`config.mk`:
```
export PLATFORM = sky130hd
export DESIGN_NAME = csr_address_map_decoder
export DESIGN_NICKNAME = d
export VERILOG_FILES = /design/src/shared/csr_map_pkg.sv /design/src/shared/decode_if.sv /design/src/design/addr_decoder.sv /design/src/design/csr_address_map_decoder.sv
export VERILOG_INCLUDE_DIRS = /design/src /design/src/shared
export SDC_FILE = /design/constraint.sdc
export NUM_CORES = 1
export LEC_CHECK = 0
export BUFFER_PORTS_ARGS = -buffer_cell sky130_fd_sc_hd__buf_2
export CORE_ASPECT_RATIO = 0.9
export CORE_MARGIN = 2
export CORE_UTILIZATION = 45
export DETAILED_ROUTE_END_ITERATION = 16
export PLACE_DENSITY = 0.67
export SETUP_SLACK_MARGIN = 0.15
export SLEW_MARGIN = 40
export SYNTH_ARGS = -nofsm -noshare
export SYNTH_HDL_FRONTEND = slang
export SYNTH_SLANG_ARGS = --single-unit
```
`constraint.sdc`:
```
create_clock -name i_clock -period 3.95 [get_ports i_clock]
set_input_delay 0.79 -clock i_clock [delete_from_list [all_inputs] [get_ports i_clock]]
set_output_delay 0.79 -clock i_clock [all_outputs]
set_load 0.02 [all_outputs]
```
`src/shared/csr_map_defs.svh`:
```
/*
  Address map constants for the system register bank and decoder.
  Assumes byte addresses of 14 bits and 32-bit aligned register words.
*/
`ifndef CSR_MAP_DEFS_SVH
`define CSR_MAP_DEFS_SVH

`define ADDR_W            14
`define DATA_W            32
`define CORE_REG_LO       14'h0000
`define CORE_REG_HI       14'h0fff
`define PRAM_LO           14'h1000
`define PRAM_HI           14'h2fff
`define SYS_DIRECT_BASE   14'h3000
`define RD_FIFO_LO        14'h0000
`define RD_FIFO_HI        14'h001c
`define WR_FIFO_LO        14'h0020
`define WR_FIFO_HI        14'h003c
`define OFS_CHIP_IDENTITY_REVISION        14'h0050
`define OFS_IRQ_CFG       14'h0054
`define OFS_IRQ_STS       14'h0058
`define OFS_IRQ_EN        14'h005c
`define OFS_BYTE_TEST     14'h0064
`define OFS_HARDWARE_CONFIG        14'h0074
`define OFS_POWER_MGMT_CONTROL      14'h0084
`define OFS_GP_TIMER_CONFIG       14'h008c
`define OFS_GP_TIMER_COUNT       14'h0090
`define OFS_FREE_RUN      14'h009c
`define OFS_RESET_CONTROL     14'h01f8
`define OFS_CORE_DATA     14'h0300
`define OFS_CORE_CMD      14'h0304
`define OFS_PRD_ADDR_LEN  14'h0308
`define OFS_PRD_CMD       14'h030c
`define OFS_PWR_ADDR_LEN  14'h0310
`define OFS_PWR_CMD       14'h0314
`define HARDWARE_CONFIG_DIRECT_BIT 12
`define BYTE_TEST_VAL     32'h87654321
`define CHIP_IDENTITY_REVISION_VAL        32'h00a50001
`define ZERO_WORD         32'h00000000
`define GP_TIMER_COUNT_BITS      16

`endif

```
`src/shared/csr_map_pkg.sv`:
```
/*
  Types shared by the register bank and its decoder.
  Assumes csr_map_defs.svh is on the include path.
*/
package csr_map_pkg;
  typedef enum logic [2:0] {
    TGT_NONE,
    TGT_SYS,
    TGT_CORE_REG,
    TGT_PRAM,
    TGT_RD_FIFO,
    TGT_WR_FIFO
  } target_t;
endpackage : csr_map_pkg

```
`src/shared/decode_if.sv`:
```
/*
  Carries an address and mode to the decoder and the decoded target back.
  Assumes both ends sit in one clock domain.
*/
`timescale 1ns/1ns
`default_nettype none
interface decode_if;
  import csr_map_pkg::*;
  logic [13:0] addr;
  logic        direct;
  target_t     target;
  logic [13:0] sys_ofs;
  modport requester (output addr, output direct, input target, input sys_ofs);
  modport decoder   (input addr, input direct, output target, output sys_ofs);
endinterface : decode_if
`default_nettype wire

```
`src/design/addr_decoder.sv`:
```
/*
  Combinational address decoder for both address modes.
  Assumes a word-aligned byte address and the mode flag from the bank.
*/
`include "csr_map_defs.svh"
`timescale 1ns/1ns
`default_nettype none
module addr_decoder
  import csr_map_pkg::*;
(
  decode_if.decoder dec
);
  logic [13:0] rel;

  always_comb begin
    rel         = dec.addr - `SYS_DIRECT_BASE;
    dec.target  = TGT_NONE;
    dec.sys_ofs = dec.addr;
    if (dec.direct) begin
      if (dec.addr <= `CORE_REG_HI) begin
        dec.target = TGT_CORE_REG;
      end else if (dec.addr >= `PRAM_LO && dec.addr <= `PRAM_HI) begin
        dec.target = TGT_PRAM;
      end else if (rel >= `OFS_CHIP_IDENTITY_REVISION && rel < `OFS_CORE_DATA) begin
        dec.target  = TGT_SYS;
        dec.sys_ofs = rel;
      end
    end else begin
      if (dec.addr <= `RD_FIFO_HI) begin
        dec.target = TGT_RD_FIFO;
      end else if (dec.addr >= `WR_FIFO_LO && dec.addr <= `WR_FIFO_HI) begin
        dec.target = TGT_WR_FIFO;
      end else if (dec.addr >= `OFS_CHIP_IDENTITY_REVISION && dec.addr <= `OFS_PWR_CMD) begin
        dec.target = TGT_SYS;
      end
    end
  end
endmodule : addr_decoder
`default_nettype wire

```
`src/design/csr_address_map_decoder.sv`:
```
/*
  System register bank and address decoder of a fieldbus slave controller.
  Assumes one host port (parallel or serial front end already merged into
  one word request per cycle) and a core/process RAM back end outside.
*/
// Behaviour
// - In default mode the core registers and process RAM are reached only through windows.
// - In direct mode addresses 0h to FFFh go straight to the core registers.
// - In direct mode addresses 1000h to 2FFFh go straight to the process RAM.
// - In direct mode every system register below 300h moves up by 3000h.
// - In direct mode the window registers and data FIFOs are unreachable.
// - In default mode system registers sit at 050h to 314h, only listed offsets hold one.
// - In direct mode system registers sit at 3050h to 32FCh.
// - The registers are reachable from both the parallel and the serial host port.
// - Every system register returns to its default on chip reset.
// - In default mode any read of 000h to 01Ch pops process RAM read data.
// - In default mode any write of 020h to 03Ch pushes process RAM write data.
// - The window and command registers sit at 300h to 314h and have no direct address.
// - The interrupt configuration register is at 054h or 3054h.
// - The reset control register is at 1F8h or 31F8h.
`include "csr_map_defs.svh"
`timescale 1ns/1ns
`default_nettype none
module csr_address_map_decoder
  import csr_map_pkg::*;
#(
  parameter int unsigned AW = `ADDR_W,
  parameter int unsigned DW = `DATA_W,
  parameter logic [31:0] CHIP_IDENTITY_REVISION_VALUE = `CHIP_IDENTITY_REVISION_VAL  // Arbitrary identity value
) (
  // Clock and reset
  input  wire  logic          i_clock,
  input  wire  logic          i_rst_n,
  // Host request, merged from parallel and serial ports
  input  wire  logic          i_req,
  input  wire  logic          i_wr,
  input  wire  logic [AW-1:0] i_addr,
  input  wire  logic [DW-1:0] i_wdata,
  output logic                o_ack,
  output logic       [DW-1:0] o_rdata,
  // Core register and process RAM back end
  output logic                o_core_req,
  output logic                o_core_wr,
  output logic                o_core_is_pram,
  output logic       [AW-1:0] o_core_addr,
  output logic       [DW-1:0] o_core_wdata,
  input  wire  logic [DW-1:0] i_core_rdata,
  // Process RAM data FIFO windows
  output logic                o_fifo_pop,
  output logic                o_fifo_push,
  output logic       [DW-1:0] o_fifo_wdata,
  input  wire  logic [DW-1:0] i_fifo_rdata,
  // Mode and control state
  output logic                o_direct_mode,
  output logic                o_reset_pulse
);
  decode_if dec ();

  logic [DW-1:0] irq_cfg_ff, irq_sts_ff, irq_en_ff, pmt_ff, gp_timer_config_ff;
  logic [DW-1:0] gp_timer_count_ff, free_run_ff, hardware_config_ff, rst_ctl_ff;
  logic [DW-1:0] core_data_ff, core_cmd_ff, prd_al_ff, prd_cmd_ff, pwr_al_ff, pwr_cmd_ff;
  logic [DW-1:0] nxt_irq_cfg, nxt_irq_sts, nxt_irq_en, nxt_pmt, nxt_gp_timer_config;
  logic [DW-1:0] nxt_gp_timer_count, nxt_free_run, nxt_hardware_config, nxt_rst_ctl;
  logic [DW-1:0] nxt_core_data, nxt_core_cmd, nxt_prd_al, nxt_prd_cmd, nxt_pwr_al, nxt_pwr_cmd;
  logic          ack_ff, nxt_ack;
  logic [DW-1:0] rdata_ff, nxt_rdata;
  logic          core_req_ff, nxt_core_req, core_wr_ff, nxt_core_wr, pram_ff, nxt_pram;
  logic [AW-1:0] core_addr_ff, nxt_core_addr;
  logic [DW-1:0] core_wdata_ff, nxt_core_wdata;
  logic          pop_ff, nxt_pop, push_ff, nxt_push;
  logic [DW-1:0] fifo_wdata_ff, nxt_fifo_wdata;
  logic          rst_pulse_ff, nxt_rst_pulse;
  logic          wr_hit, rd_hit;

  assign dec.addr   = i_addr;
  assign dec.direct = hardware_config_ff[`HARDWARE_CONFIG_DIRECT_BIT];

  addr_decoder u_dec (
    .dec (dec)
  );

  // One write strobe for a given system offset
  function automatic logic sys_wr(input logic [13:0] ofs);
    sys_wr = wr_hit && dec.target == TGT_SYS && dec.sys_ofs == ofs;
  endfunction : sys_wr

  // Read-side value of one system offset; zero for holes
  function automatic logic [DW-1:0] sys_read(input logic [13:0] ofs, input logic direct);
    logic [DW-1:0] v;
    v = `ZERO_WORD;
    unique case (ofs)
      `OFS_CHIP_IDENTITY_REVISION:    v = CHIP_IDENTITY_REVISION_VALUE;
      `OFS_IRQ_CFG:   v = irq_cfg_ff;
      `OFS_IRQ_STS:   v = irq_sts_ff;
      `OFS_IRQ_EN:    v = irq_en_ff;
      `OFS_BYTE_TEST: v = `BYTE_TEST_VAL;
      `OFS_HARDWARE_CONFIG:    v = hardware_config_ff;
      `OFS_POWER_MGMT_CONTROL:  v = pmt_ff;
      `OFS_GP_TIMER_CONFIG:   v = gp_timer_config_ff;
      `OFS_GP_TIMER_COUNT:   v = gp_timer_count_ff;
      `OFS_FREE_RUN:  v = free_run_ff;
      `OFS_RESET_CONTROL: v = rst_ctl_ff;
      default:        v = `ZERO_WORD;
    endcase
    if (!direct) begin
      unique case (ofs)
        `OFS_CORE_DATA:    v = core_data_ff;
        `OFS_CORE_CMD:     v = core_cmd_ff;
        `OFS_PRD_ADDR_LEN: v = prd_al_ff;
        `OFS_PRD_CMD:      v = prd_cmd_ff;
        `OFS_PWR_ADDR_LEN: v = pwr_al_ff;
        `OFS_PWR_CMD:      v = pwr_cmd_ff;
        default:           v = v;
      endcase
    end
    sys_read = v;
  endfunction : sys_read

  always_comb begin
    wr_hit         = i_req && i_wr;
    rd_hit         = i_req && !i_wr;
    nxt_irq_cfg    = sys_wr(`OFS_IRQ_CFG)   ? i_wdata : irq_cfg_ff;
    nxt_irq_sts    = sys_wr(`OFS_IRQ_STS)   ? irq_sts_ff & ~i_wdata : irq_sts_ff;
    nxt_irq_en     = sys_wr(`OFS_IRQ_EN)    ? i_wdata : irq_en_ff;
    nxt_hardware_config     = sys_wr(`OFS_HARDWARE_CONFIG)    ? i_wdata : hardware_config_ff;
    nxt_pmt        = sys_wr(`OFS_POWER_MGMT_CONTROL)  ? i_wdata : pmt_ff;
    nxt_gp_timer_config    = sys_wr(`OFS_GP_TIMER_CONFIG)   ? i_wdata : gp_timer_config_ff;
    nxt_rst_ctl    = sys_wr(`OFS_RESET_CONTROL) ? i_wdata : `ZERO_WORD;
    nxt_rst_pulse  = sys_wr(`OFS_RESET_CONTROL) && i_wdata != `ZERO_WORD;
    nxt_gp_timer_count    = gp_timer_count_ff - {{(DW-1){1'b0}}, 1'b1};
    nxt_free_run   = free_run_ff + {{(DW-1){1'b0}}, 1'b1};
    nxt_core_data  = core_data_ff;
    nxt_core_cmd   = core_cmd_ff;
    nxt_prd_al     = prd_al_ff;
    nxt_prd_cmd    = prd_cmd_ff;
    nxt_pwr_al     = pwr_al_ff;
    nxt_pwr_cmd    = pwr_cmd_ff;
    if (!dec.direct) begin
      if (sys_wr(`OFS_CORE_DATA))    nxt_core_data = i_wdata;
      if (sys_wr(`OFS_CORE_CMD))     nxt_core_cmd  = i_wdata;
      if (sys_wr(`OFS_PRD_ADDR_LEN)) nxt_prd_al    = i_wdata;
      if (sys_wr(`OFS_PRD_CMD))      nxt_prd_cmd   = i_wdata;
      if (sys_wr(`OFS_PWR_ADDR_LEN)) nxt_pwr_al    = i_wdata;
      if (sys_wr(`OFS_PWR_CMD))      nxt_pwr_cmd   = i_wdata;
    end
    nxt_ack        = i_req;
    nxt_rdata      = `ZERO_WORD;
    nxt_core_req   = 1'b0;
    nxt_core_wr    = 1'b0;
    nxt_pram       = 1'b0;
    nxt_core_addr  = i_addr;
    nxt_core_wdata = i_wdata;
    nxt_pop        = 1'b0;
    nxt_push       = 1'b0;
    nxt_fifo_wdata = fifo_wdata_ff;
    if (i_req) begin
      unique case (dec.target)
        TGT_SYS: begin
          if (rd_hit) nxt_rdata = sys_read(dec.sys_ofs, dec.direct);
        end
        TGT_CORE_REG, TGT_PRAM: begin
          nxt_core_req = 1'b1;
          nxt_core_wr  = i_wr;
          nxt_pram     = dec.target == TGT_PRAM;
          if (rd_hit) nxt_rdata = i_core_rdata;
        end
        TGT_RD_FIFO: begin
          nxt_pop = rd_hit;
          if (rd_hit) nxt_rdata = i_fifo_rdata;
        end
        TGT_WR_FIFO: begin
          nxt_push = wr_hit;
          if (wr_hit) nxt_fifo_wdata = i_wdata;
        end
        TGT_NONE: nxt_rdata = `ZERO_WORD;
      endcase
    end
  end

  always_ff @(posedge i_clock) begin
    if (!i_rst_n) begin
      irq_cfg_ff    <= `ZERO_WORD;
      irq_sts_ff    <= `ZERO_WORD;
      irq_en_ff     <= `ZERO_WORD;
      hardware_config_ff     <= `ZERO_WORD;
      pmt_ff        <= `ZERO_WORD;
      gp_timer_config_ff    <= `ZERO_WORD;
      gp_timer_count_ff    <= `ZERO_WORD;
      free_run_ff   <= `ZERO_WORD;
      rst_ctl_ff    <= `ZERO_WORD;
      core_data_ff  <= `ZERO_WORD;
      core_cmd_ff   <= `ZERO_WORD;
      prd_al_ff     <= `ZERO_WORD;
      prd_cmd_ff    <= `ZERO_WORD;
      pwr_al_ff     <= `ZERO_WORD;
      pwr_cmd_ff    <= `ZERO_WORD;
      ack_ff        <= 1'b0;
      rdata_ff      <= `ZERO_WORD;
      core_req_ff   <= 1'b0;
      core_wr_ff    <= 1'b0;
      pram_ff       <= 1'b0;
      core_addr_ff  <= '0;
      core_wdata_ff <= `ZERO_WORD;
      pop_ff        <= 1'b0;
      push_ff       <= 1'b0;
      fifo_wdata_ff <= `ZERO_WORD;
      rst_pulse_ff  <= 1'b0;
    end else begin
      irq_cfg_ff    <= nxt_irq_cfg;
      irq_sts_ff    <= nxt_irq_sts;
      irq_en_ff     <= nxt_irq_en;
      hardware_config_ff     <= nxt_hardware_config;
      pmt_ff        <= nxt_pmt;
      gp_timer_config_ff    <= nxt_gp_timer_config;
      gp_timer_count_ff    <= nxt_gp_timer_count;
      free_run_ff   <= nxt_free_run;
      rst_ctl_ff    <= nxt_rst_ctl;
      core_data_ff  <= nxt_core_data;
      core_cmd_ff   <= nxt_core_cmd;
      prd_al_ff     <= nxt_prd_al;
      prd_cmd_ff    <= nxt_prd_cmd;
      pwr_al_ff     <= nxt_pwr_al;
      pwr_cmd_ff    <= nxt_pwr_cmd;
      ack_ff        <= nxt_ack;
      rdata_ff      <= nxt_rdata;
      core_req_ff   <= nxt_core_req;
      core_wr_ff    <= nxt_core_wr;
      pram_ff       <= nxt_pram;
      core_addr_ff  <= nxt_core_addr;
      core_wdata_ff <= nxt_core_wdata;
      pop_ff        <= nxt_pop;
      push_ff       <= nxt_push;
      fifo_wdata_ff <= nxt_fifo_wdata;
      rst_pulse_ff  <= nxt_rst_pulse;
    end
  end

  assign o_ack          = ack_ff;
  assign o_rdata        = rdata_ff;
  assign o_core_req     = core_req_ff;
  assign o_core_wr      = core_wr_ff;
  assign o_core_is_pram = pram_ff;
  assign o_core_addr    = core_addr_ff;
  assign o_core_wdata   = core_wdata_ff;
  assign o_fifo_pop     = pop_ff;
  assign o_fifo_push    = push_ff;
  assign o_fifo_wdata   = fifo_wdata_ff;
  assign o_direct_mode  = hardware_config_ff[`HARDWARE_CONFIG_DIRECT_BIT];
  assign o_reset_pulse  = rst_pulse_ff;
endmodule : csr_address_map_decoder
`default_nettype wire

```
* Word-level counts from Yosys, hierarchy flattened
Cells that the tools add are included.
** Operators by class
- Order comparisons :: 10
- Bitwise logic cells :: 3
- $add $sub $neg :: 3
- Mux-type cells :: 19
- Eq/ne operators :: 22
- Reduce and logical (&&, ||, !) cells :: 36
** Operators by type and width (number)
- $pmux 32 s11 :: 1
- $pmux 32 s6 :: 1
- $mux 32 :: 4
- $pmux 32 s3 :: 1
- $eq 14x10->1 const B :: 6
- $eq 14x7->1 const B :: 6
- $eq 14x8->1 const B :: 4
- $mux 14 :: 4
- $add 32x1->32 const B :: 1
- $and 32x32->32 :: 1
- $not 32->32 :: 1
- $reduce_bool 32->1 :: 1
- $sub 32x1->32 const B :: 1
- $ge 14x7->1 const B :: 2
- $logic_and 1x1->1 :: 21
- $reduce_and 2->1 :: 8
- $mux 3 :: 5
- $eq 14x9->1 const B :: 1
- $ge 14x13->1 const B :: 1
- $ge 14x6->1 const B :: 1
- $le 14x10->1 const B :: 1
- $le 14x12->1 const B :: 1
- $le 14x14->1 const B :: 1
- $le 14x5->1 const B :: 1
- other kinds (11) :: 18
** Storage, ports and cells
- Output and inout bits :: 118
- Logic and storage cells :: 119
- Register bits :: 597
- Bits of input ports :: 114

* Logic depth before layout (Yosys ltp)
Gate-level depths: netlist of run 1.
- Depth in word-level cells :: 13
- Depth in mapped cells :: 12
- Mapped depth without buffers :: 9

* Cells and area by module
A second synthesis of run 1 with hierarchy kept.
** Unflattened totals
- Cell total of the unflattened synthesis :: 3195
- Area total of the unflattened synthesis :: 25968.7 um2
** By module, submodules not included
- csr_address_map_decoder :: cells an instance 3128, instances 1, area an instance 25495.7 um2
- addr_decoder :: cells an instance 67, instances 1, area an instance 473.0 um2

* Worst setup path after synthesis of run 1
OpenSTA, ideal clock, no wires.
- Path type :: input-to-reg
- Start point :: input i_addr[12]
- End point :: register rdata_ff[22], in the netlist o_rdata[22]
- Data required time :: 3817 ps
- Buffers on the path :: 3
- Library setup time :: 133 ps
- Setup slack :: 736 ps
- Stages :: 12
- Data arrival time :: 3082 ps
- Cell sequence :: inv_1 ha_1 nand3b_1 a211oi_4 mux2_2 buf_2 and3_1 buf_2 buf_6 a22o_1 o31ai_1 a31oi_1
** On the way
- Cells in the longest elaborated chain, start to end :: 13
- Elaborated cells on any way between the ends :: 53
- Those cells by class :: add/sub (1); order compare (10); eq/ne (21); mux (16); reduce/logical (5)
** Ends and longest elaborated chain
- from (decl) :: RTL line csr_address_map_decoder.sv:37 : input wire logic [AW-1:0] i_addr,
- $sub 14x14->14 (no line)
- $ge 14x7->1 (no line) or $lt 14x10->1 (tied branches)
- $logic_and 1x1->1 (no line)
- $mux 14 :: RTL line addr_decoder.sv:24 : end else if (rel >= `OFS_CHIP_IDENTITY_REVISION && rel < `OFS_CORE_DATA) begin
- $mux 14 :: RTL line addr_decoder.sv:22 : end else if (dec.addr >= `PRAM_LO && dec.addr <= `PRAM_HI) begin
- $mux 14 :: RTL line addr_decoder.sv:20 : if (dec.addr <= `CORE_REG_HI) begin
- $mux 14 :: RTL line addr_decoder.sv:19 : if (dec.direct) begin
- $eq 14x9->1, or another cell as far along :: RTL line csr_address_map_decoder.sv:91 : unique case (ofs)
- $pmux 32 s11 :: RTL line csr_address_map_decoder.sv:91
- $pmux 32 s6 :: RTL line csr_address_map_decoder.sv:106 : unique case (ofs)
- $mux 32 :: RTL line csr_address_map_decoder.sv:105 : if (!direct) begin
- $mux 32 :: RTL line csr_address_map_decoder.sv:159 : if (rd_hit) nxt_rdata = sys_read(dec.sys_ofs, dec.direct);
- $pmux 32 s3 * :: RTL line csr_address_map_decoder.sv:157 : unique case (dec.target)
- to (signal assigned) :: RTL line csr_address_map_decoder.sv:198 : rdata_ff <= `ZERO_WORD;
- to (signal assigned) :: RTL line csr_address_map_decoder.sv:225 : rdata_ff <= nxt_rdata;
- to (decl) :: RTL line csr_address_map_decoder.sv:66 : logic [DW-1:0] rdata_ff, nxt_rdata;
Mark *: on every way between the ends. The rest lies on a longest branch, timed or not.
A chain may end at the register's enable or synchronous reset.

* Worst setup path in the final report of run 1
- Start point :: input i_addr[12]
- End point :: register rdata_ff[31], in the netlist o_rdata[31]
The elaborated chain is that of the path after synthesis.

==> results of run 1 <==
-- cell type report --
type                    count  area, sq um  area share
well taps                 714          893      0.0303
clock buffers              87         1760      0.0597
inverters                  43          161     0.00547
clock inverters            21          343      0.0116
multi-input cells        1956        11900       0.404
repair buffers            350         2470      0.0838
flip-flops and latches    597        12000       0.405
-- power by group through the flow --
| stage | Combinational [mW] | Sequential [mW] | Clock, mW |
|---|---|---|---|
| 2_1_floorplan | 0.658 | 6.43 | 0 |
| 3_3_place_gp | 1.03 | 6.44 | 0 |
| 3_5_place_dp | 1.06 | 6.45 | 0 |
| 4_1_cts | 1.07 | 6.32 | 6.07 |
| 5_1_grt | 1.17 | 6.33 | 6.32 |
| 6_report | 1.08 | 6.32 | 6.03 |
-- path summary, 6_finish.rpt --
check	start	to	slack, ns	depth (start not counted)
worst min register to register	irq_sts_ff[10]	irq_sts_ff[10]	0.43	2
worst max register to register	hardware_config_ff[12]	o_rdata[31]	0.76	7
worst max-delay path	i_addr[12]	o_rdata[31]	0.37	10
worst min-delay path	i_fifo_rdata[25]	o_rdata[25]	0.42	3
-- worst max-delay path, cell delays in order --
cell and delay [ns]:
buf_2 0.16, inv_1 0.12, ha_1 0.23, nand3b_1 0.22, a211oi_4 0.38, mux2_2 0.42
and3_1 0.47, a22o_1 0.36, o31ai_1 0.70, a31oi_1 0.19
-- synth_stat cells (all sizes together) (9+ instances only) --
library cell / number
a31oi: 28
a21boi: 178
clkbuf: 153
inv: 43
xor2: 20
o31ai: 19
a21oi: 63
or3: 15
nor2b: 42
nand4: 26
a31o: 9
buf: 112
nand2: 465
a221oi: 35
dfxtp: 597
mux2i: 34
nand3: 219
nor2: 37
o22ai: 43
nor4: 23
and3: 23
o2bb2ai: 11
a22o: 57
xnor2: 26
a22oi: 107
a222oi: 18
o21ai: 224
and2: 105
nor3: 25
-- placed cells by master, fill, tap and decap left out, drive strengths merged, types with 5 or more instances in the layout --
cell type,synthesis,routed
dfxtp,597,597
nand2,465,465
buf,112,350
o21ai,224,224
nand3,219,219
a21boi,178,178
a22oi,107,107
and2,105,105
clkbuf,153,87
a21oi,63,63
a22o,57,57
inv,43,45
o22ai,43,43
nor2b,42,42
nor2,37,37
a221oi,35,35
mux2i,34,34
a31oi,28,28
nand4,26,26
xnor2,26,26
nor3,25,25
and3,23,23
nor4,23,23
xor2,20,20
o31ai,19,19
a222oi,18,18
or3,15,15
o2bb2ai,11,11
clkinv,0,11
a31o,9,9
a32oi,8,8
a221o,8,8
o2111ai,8,8
nand2b,7,7
bufinv,0,7
nand3b,6,6
and4,6,6
ha,6,6
a32o,5,5
o211ai,5,5
-- stage by stage --
step | hold slack (ns) | total power, mW | std cells
CTS | 0.397 | 13.5 | 3767
detailed placement | 0.421 | 7.51 | 3659
floorplan | 0.410 | 7.09 | 2861
finish | 0.418 | 13.4 | 3768
global placement | 0.417 | 7.47 | 3659
global route | 0.433 | 13.8 | 3768
-- routing by layer --
| layer | up-vias | track usage |
|---|---|---|
| li1 | 10500 | - |
| met1 | 11300 | 0.430 |
| met2 | 1253 | 0.472 |
| met3 | 254 | 0.0517 |
| met4 | 2 | 0.150 |
| met5 | - | 0 |
-- logic make-up after synthesis --
| family | after synthesis | share of synthesized area |
|---|---|---|
| AOI/OAI and AO/OA | 848 | 0.236 |
| adders and majority gates | 6 | 0.00299 |
| xor gates and xnor gates | 46 | 0.0160 |
| and+or+nand+nor | 1016 | 0.197 |
| DFF | 597 | 0.476 |
| buffers and inverters | 308 | 0.0536 |
| muxes | 40 | 0.0180 |
==> out/metrics.yaml, run 1 <==
period_share: 0.907
ys_dominant_reg_cell: "dfxtp_1"
hold_buffers: 0
seq_area_frac_synth: 0.476
tns_ns: 0
min_period_ns: 3.58
pwr-share-clk: 0.449
clk_latency_ns: 0.66
die_y_um: 228
setup_violations: 0
pwr-share-comb: 0.081
top_layer: "met5"
grt_pass1_wl_um: 137000
post_cts_buffers: 0
worst_pin_slew_ns: 0.888
wl_met2_um: 40500
cap_violations: 0
coreArea_sq_um: 55400
clk_pin_slew_ns: 0.06
yosys-top-cells-area: "dfxtp_1, nand2_1, nand3_1"
drc: 0
cts_resized: 0
wl_per_cell_um: 24.7
hold_viol_final: 0
internal_power_mw: 10.1
synth_top_cell_by_area: "dfxtp_1"
path_class: "in -> reg"
cts_root_buf: "clkbuf_16"
max-slew-margin-rel: 0.408
io_pins: 232
vias: 23300
htreeDepth: 2
drt-total-wl_um: 92900
synth_top_area_share: 0.476
die_w_um: 253
crit_arrival_ns: 4.06
wl_met1_um: 38800
dr_wl_met3_um: 8850
viasPerCell: 6.19
async_flop_share: 0
nNetsFinal: 3128
port_buffers: 231
drtAntennaViolNets: 0
drive_gt1_frac: 0.161
fin_skew_ns: 0.0363
synth_edf_count: 0
hold_path_class: "in -> reg"
drtIter0Drc: 2768
synth_area_sq_um: 25100
synth.avg_cell_area_sq_um: 8.78
max_freq_mhz: 279
synthDistinctLibCells: 84
p_leak_nw: 10.7
cts-buffers-inserted: 60
cp_max_fo: 17
grt_max_degree: 154
critPathLaunchType: "input pin"
dpl_cell_area_sq_um: 27400
drv_slew: 0
cts_tree: "yes"
grt_antenna_before_repair: 4
final_cell_area_sq_um: 29500
pwr-share-seq: 0.470
grt_overflow_total: 0
track_usage: 0.311
p_per_area_nw_per_um2: 455
dp_hpwl_um: 62100
cp-end-kind: "register"
clockBufferDepth: 3
fillers: 5054
yosysWarnings: 0
ir_drop_mv: 0.401
die-area_sq_um: 57700
power.switching_mw: 3.33
synth-seq-cells: 597
area_growth_pct: 17.5
grt_pass1_vias: 21700
rows: 82
cts.sinks: 597
firstDrtPassIters: 9
syn-num-nets: 2981
initial_core_util: 0.453
worstPathRequired_ns: 4.42
sw_frac_of_total: 0.248
rsz0062_at_grt: "false"
pre_cts_ws_ns: -0.224
synthCells: 2861
timing.final.ws_setup_ns: 0.369
n_antenna_cell: 0
gp_congestion: 0.941
status: "completed"
fin_util: 0.533
(Power assumes the default switching activity.)
==> run 2, diff against run 1 <==
--- a/config.mk
+++ b/config.mk
@@ -6,7 +6,9 @@
 export SDC_FILE = /design/constraint.sdc
 export NUM_CORES = 1
 export LEC_CHECK = 0
+export ABC_AREA = 1
 export BUFFER_PORTS_ARGS = -buffer_cell sky130_fd_sc_hd__buf_2
+export CAP_MARGIN = 20
 export CORE_ASPECT_RATIO = 0.9
 export CORE_MARGIN = 2
 export CORE_UTILIZATION = 45
==> run 2 against run 1 <==
  * Clock power increased by 2%
  * Setup slack better by 0.39 ns
  * Sequential cell count unchanged
  * Final cell count up 34%
  * Fmax is 12% higher
  * Power decreased by 0.39%
  * Critical path type unchanged
  * Largest cell class is now multi-input gates
  * Highest routed layer unchanged
==> out/metrics.yaml, run 2 <==
status: "completed"
grt_pass1_wl_um: 148000
grt_max_degree: 162
synth-compound-area-share: 0.120
port_buffers: 231
ys_dominant_reg_cell: "dfxtp_1"
max_freq_mhz: 313
synth-seq-cells: 597
crit_arrival_ns: 3.65
layout.cells.non_filler: 5033
synth.area.mux_share: 0
grt_overflow_total: 0
synthDistinctLibCells: 41
synth_top_family_by_area: "simple AND/OR/NAND/NOR gates"
hold_viol_final: 0
yosysWarnings: 0
die-area_sq_um: 62300
die_y_um: 237
yosysMostFrequentCell: "nand2_1"
track_usage: 0.301
cts_root_buf: "clkbuf_16"
drc: 0
cap_violations: 0
path_class: "in -> reg"
p_leak_nw: 12.7
totalPowerFinal_mw: 13.4
yosys-top-cells-area: "dfxtp_1, nand2_1, nor2_1"
p_per_area_nw_per_um2: 426
fillers: 5996
hold_buffers: 0
rsz0062_at_grt: "false"
yosys.area_share.simple: 0.334
cts.sinks: 597
grt_antenna_before_repair: 2
timing.final.ws_setup_ns: 0.757
die_w_um: 263
coreArea_sq_um: 59800
pwr-share-clk: 0.461
dpl_cell_area_sq_um: 29200
internal_power_mw: 10.1
period_share: 0.808
critical_path.endpoint: "o_rdata[11]"
synth_top_cell_by_area: "dfxtp_1"
tns_ns: 0
wl_per_cell_um: 19.2
cp_max_fo: 19
cp-startpoint: "i_addr[13]"
htreeDepth: 3
firstDrtPassIters: 6
viasPerCell: 5.50
seq_area_frac_synth: 0.440
synth_adder_area_share: 0.00276
synthCells: 4097
critPathLaunchType: "input pin"
cts_resized: 0
ff2ff_path_depth: 13
fin_skew_ns: 0.0144
gp_congestion: 1.01
vias: 27700
rr_startpoint: "hardware_config_ff[12]"
final_cell_area_sq_um: 31400
drtIter0Drc: 3229
clockBufferDepth: 3
drive_gt1_frac: 0.112
r2r_slack_ns: 1.05
min_period_ns: 3.19
cp-end-kind: "register"
hold_path_class: "in -> reg"
pre_cts_ws_ns: 0.221
layout_common_cells: "nand2_1, dfxtp_1, nor2_1, a21oi_1, inv_1"
nNetsFinal: 4321
timing.rr.end: "o_rdata[11]"
worstPathRequired_ns: 4.41
register_area_sq_um: 12000
grt_pass1_vias: 25000
dp.cells: 4914
synth_area_sq_um: 27200
async_flop_share: 0
drt-total-wl_um: 96600
synth.cells.most_frequent: "nand2_1, nor2_1, dfxtp_1"
worst_pin_slew_ns: 0.862
synth_edf_count: 0
synth_top_area_share: 0.440
post_cts_buffers: 0
ir_drop_mv: 0.256
io_pins: 232
rows: 85
sw_frac_of_total: 0.248
pwr-share-seq: 0.466
synth.avg_cell_area_sq_um: 6.63
fin_util: 0.525
area_growth_pct: 15.6
hold_slack_ns: 0.404
drv_slew: 0
initial_core_util: 0.454
max-slew-margin-rel: 0.422
multi_input_area_sq_um: 12600
drtAntennaViolNets: 0
final_common_cell: "nand2_1"
cts_tree: "yes"
clk_pin_slew_ns: 0.06
pwr-share-comb: 0.073
cts-buffers-inserted: 68
yosys.area_share.xor_xnor: 0.00355
setup_violations: 0
syn-num-nets: 4217
dp_hpwl_um: 64000
power.switching_mw: 3.32
clk_latency_ns: 0.60
-- run 2: cell count changes in the layout (fill, tap and decap cells not counted), moves of 77 or more --
cell / delta
nand2_1: +607
nor2_1: +559
inv_1: +340
a21oi_1: +336
nand4_1: +189
a22oi_1: -107
and2_1: -105
a21boi_1: -100
nand3_1: -78
a21boi_0: -77
-- run 2: area by class of cell --
type | instances | share of cell area
diodes | 1 | 0.0000797
repair buffers | 332 | 0.0705
flip-flops and latches | 597 | 0.381
well taps | 783 | 0.0312
clock buffers | 103 | 0.0645
clock inverters | 15 | 0.00435
multi-input cells | 2814 | 0.402
inverters | 388 | 0.0468
-- run 2: worst min path at each step --
stage / end / depth (start not counted) / slack [ns] / start
2_1_floorplan: irq_sts_ff[0] / 2 / 0.41 / irq_sts_ff[0]
3_3_place_gp: irq_sts_ff[30] / 2 / 0.42 / irq_sts_ff[30]
3_5_place_dp: irq_sts_ff[30] / 2 / 0.42 / irq_sts_ff[30]
4_1_cts: o_core_addr[1] / 3 / 0.37 / i_addr[1]
5_1_grt: o_fifo_pop / 2 / 0.41 / i_wr
6_report: o_core_addr[1] / 3 / 0.40 / i_addr[1]
-- run 2: cell families after synthesis --
kind of cell	after synthesis
flip-flops	597
AO/OA/AOI/OAI	635
AND/OR/NAND/NOR	2162
XOR/XNOR	11
buffers and inverters	686
adder cells (fa/ha/maj)	6
-- run 2: metal layers --
metal,GRT usage,part of all wire,vias to the layer above
met5,0,0.00025,-
met4,0.137,0.048,4
met3,0.0712,0.11,275
met2,0.465,0.43,1453
met1,0.399,0.41,12600
li1,-,-,13300
-- run 2: power by group through the flow --
stage	logic, mW	clock network, mW	registers, mW
detailed placement	0.957	0	6.36
CTS	0.960	6.25	6.23
global placement	0.946	0	6.36
global route	1.06	6.51	6.24
finish	0.979	6.17	6.23
floorplan	0.562	0	6.37
-- run 2: critical path: stages --
cell	delay (ns)
buf_2	0.17
inv_1	0.09
ha_1	0.22
inv_1	0.08
o21ai_1	0.08
nor2_1	0.21
nand2_1	0.08
nand2_1	0.22
a21boi_4	0.09
nand2_1	0.09
clkinv_1	0.68
nand2_1	0.27
nand3_1	0.10
nor2_1	0.12
nand2_1	0.19
nand2_1	0.11
a21oi_1	0.06
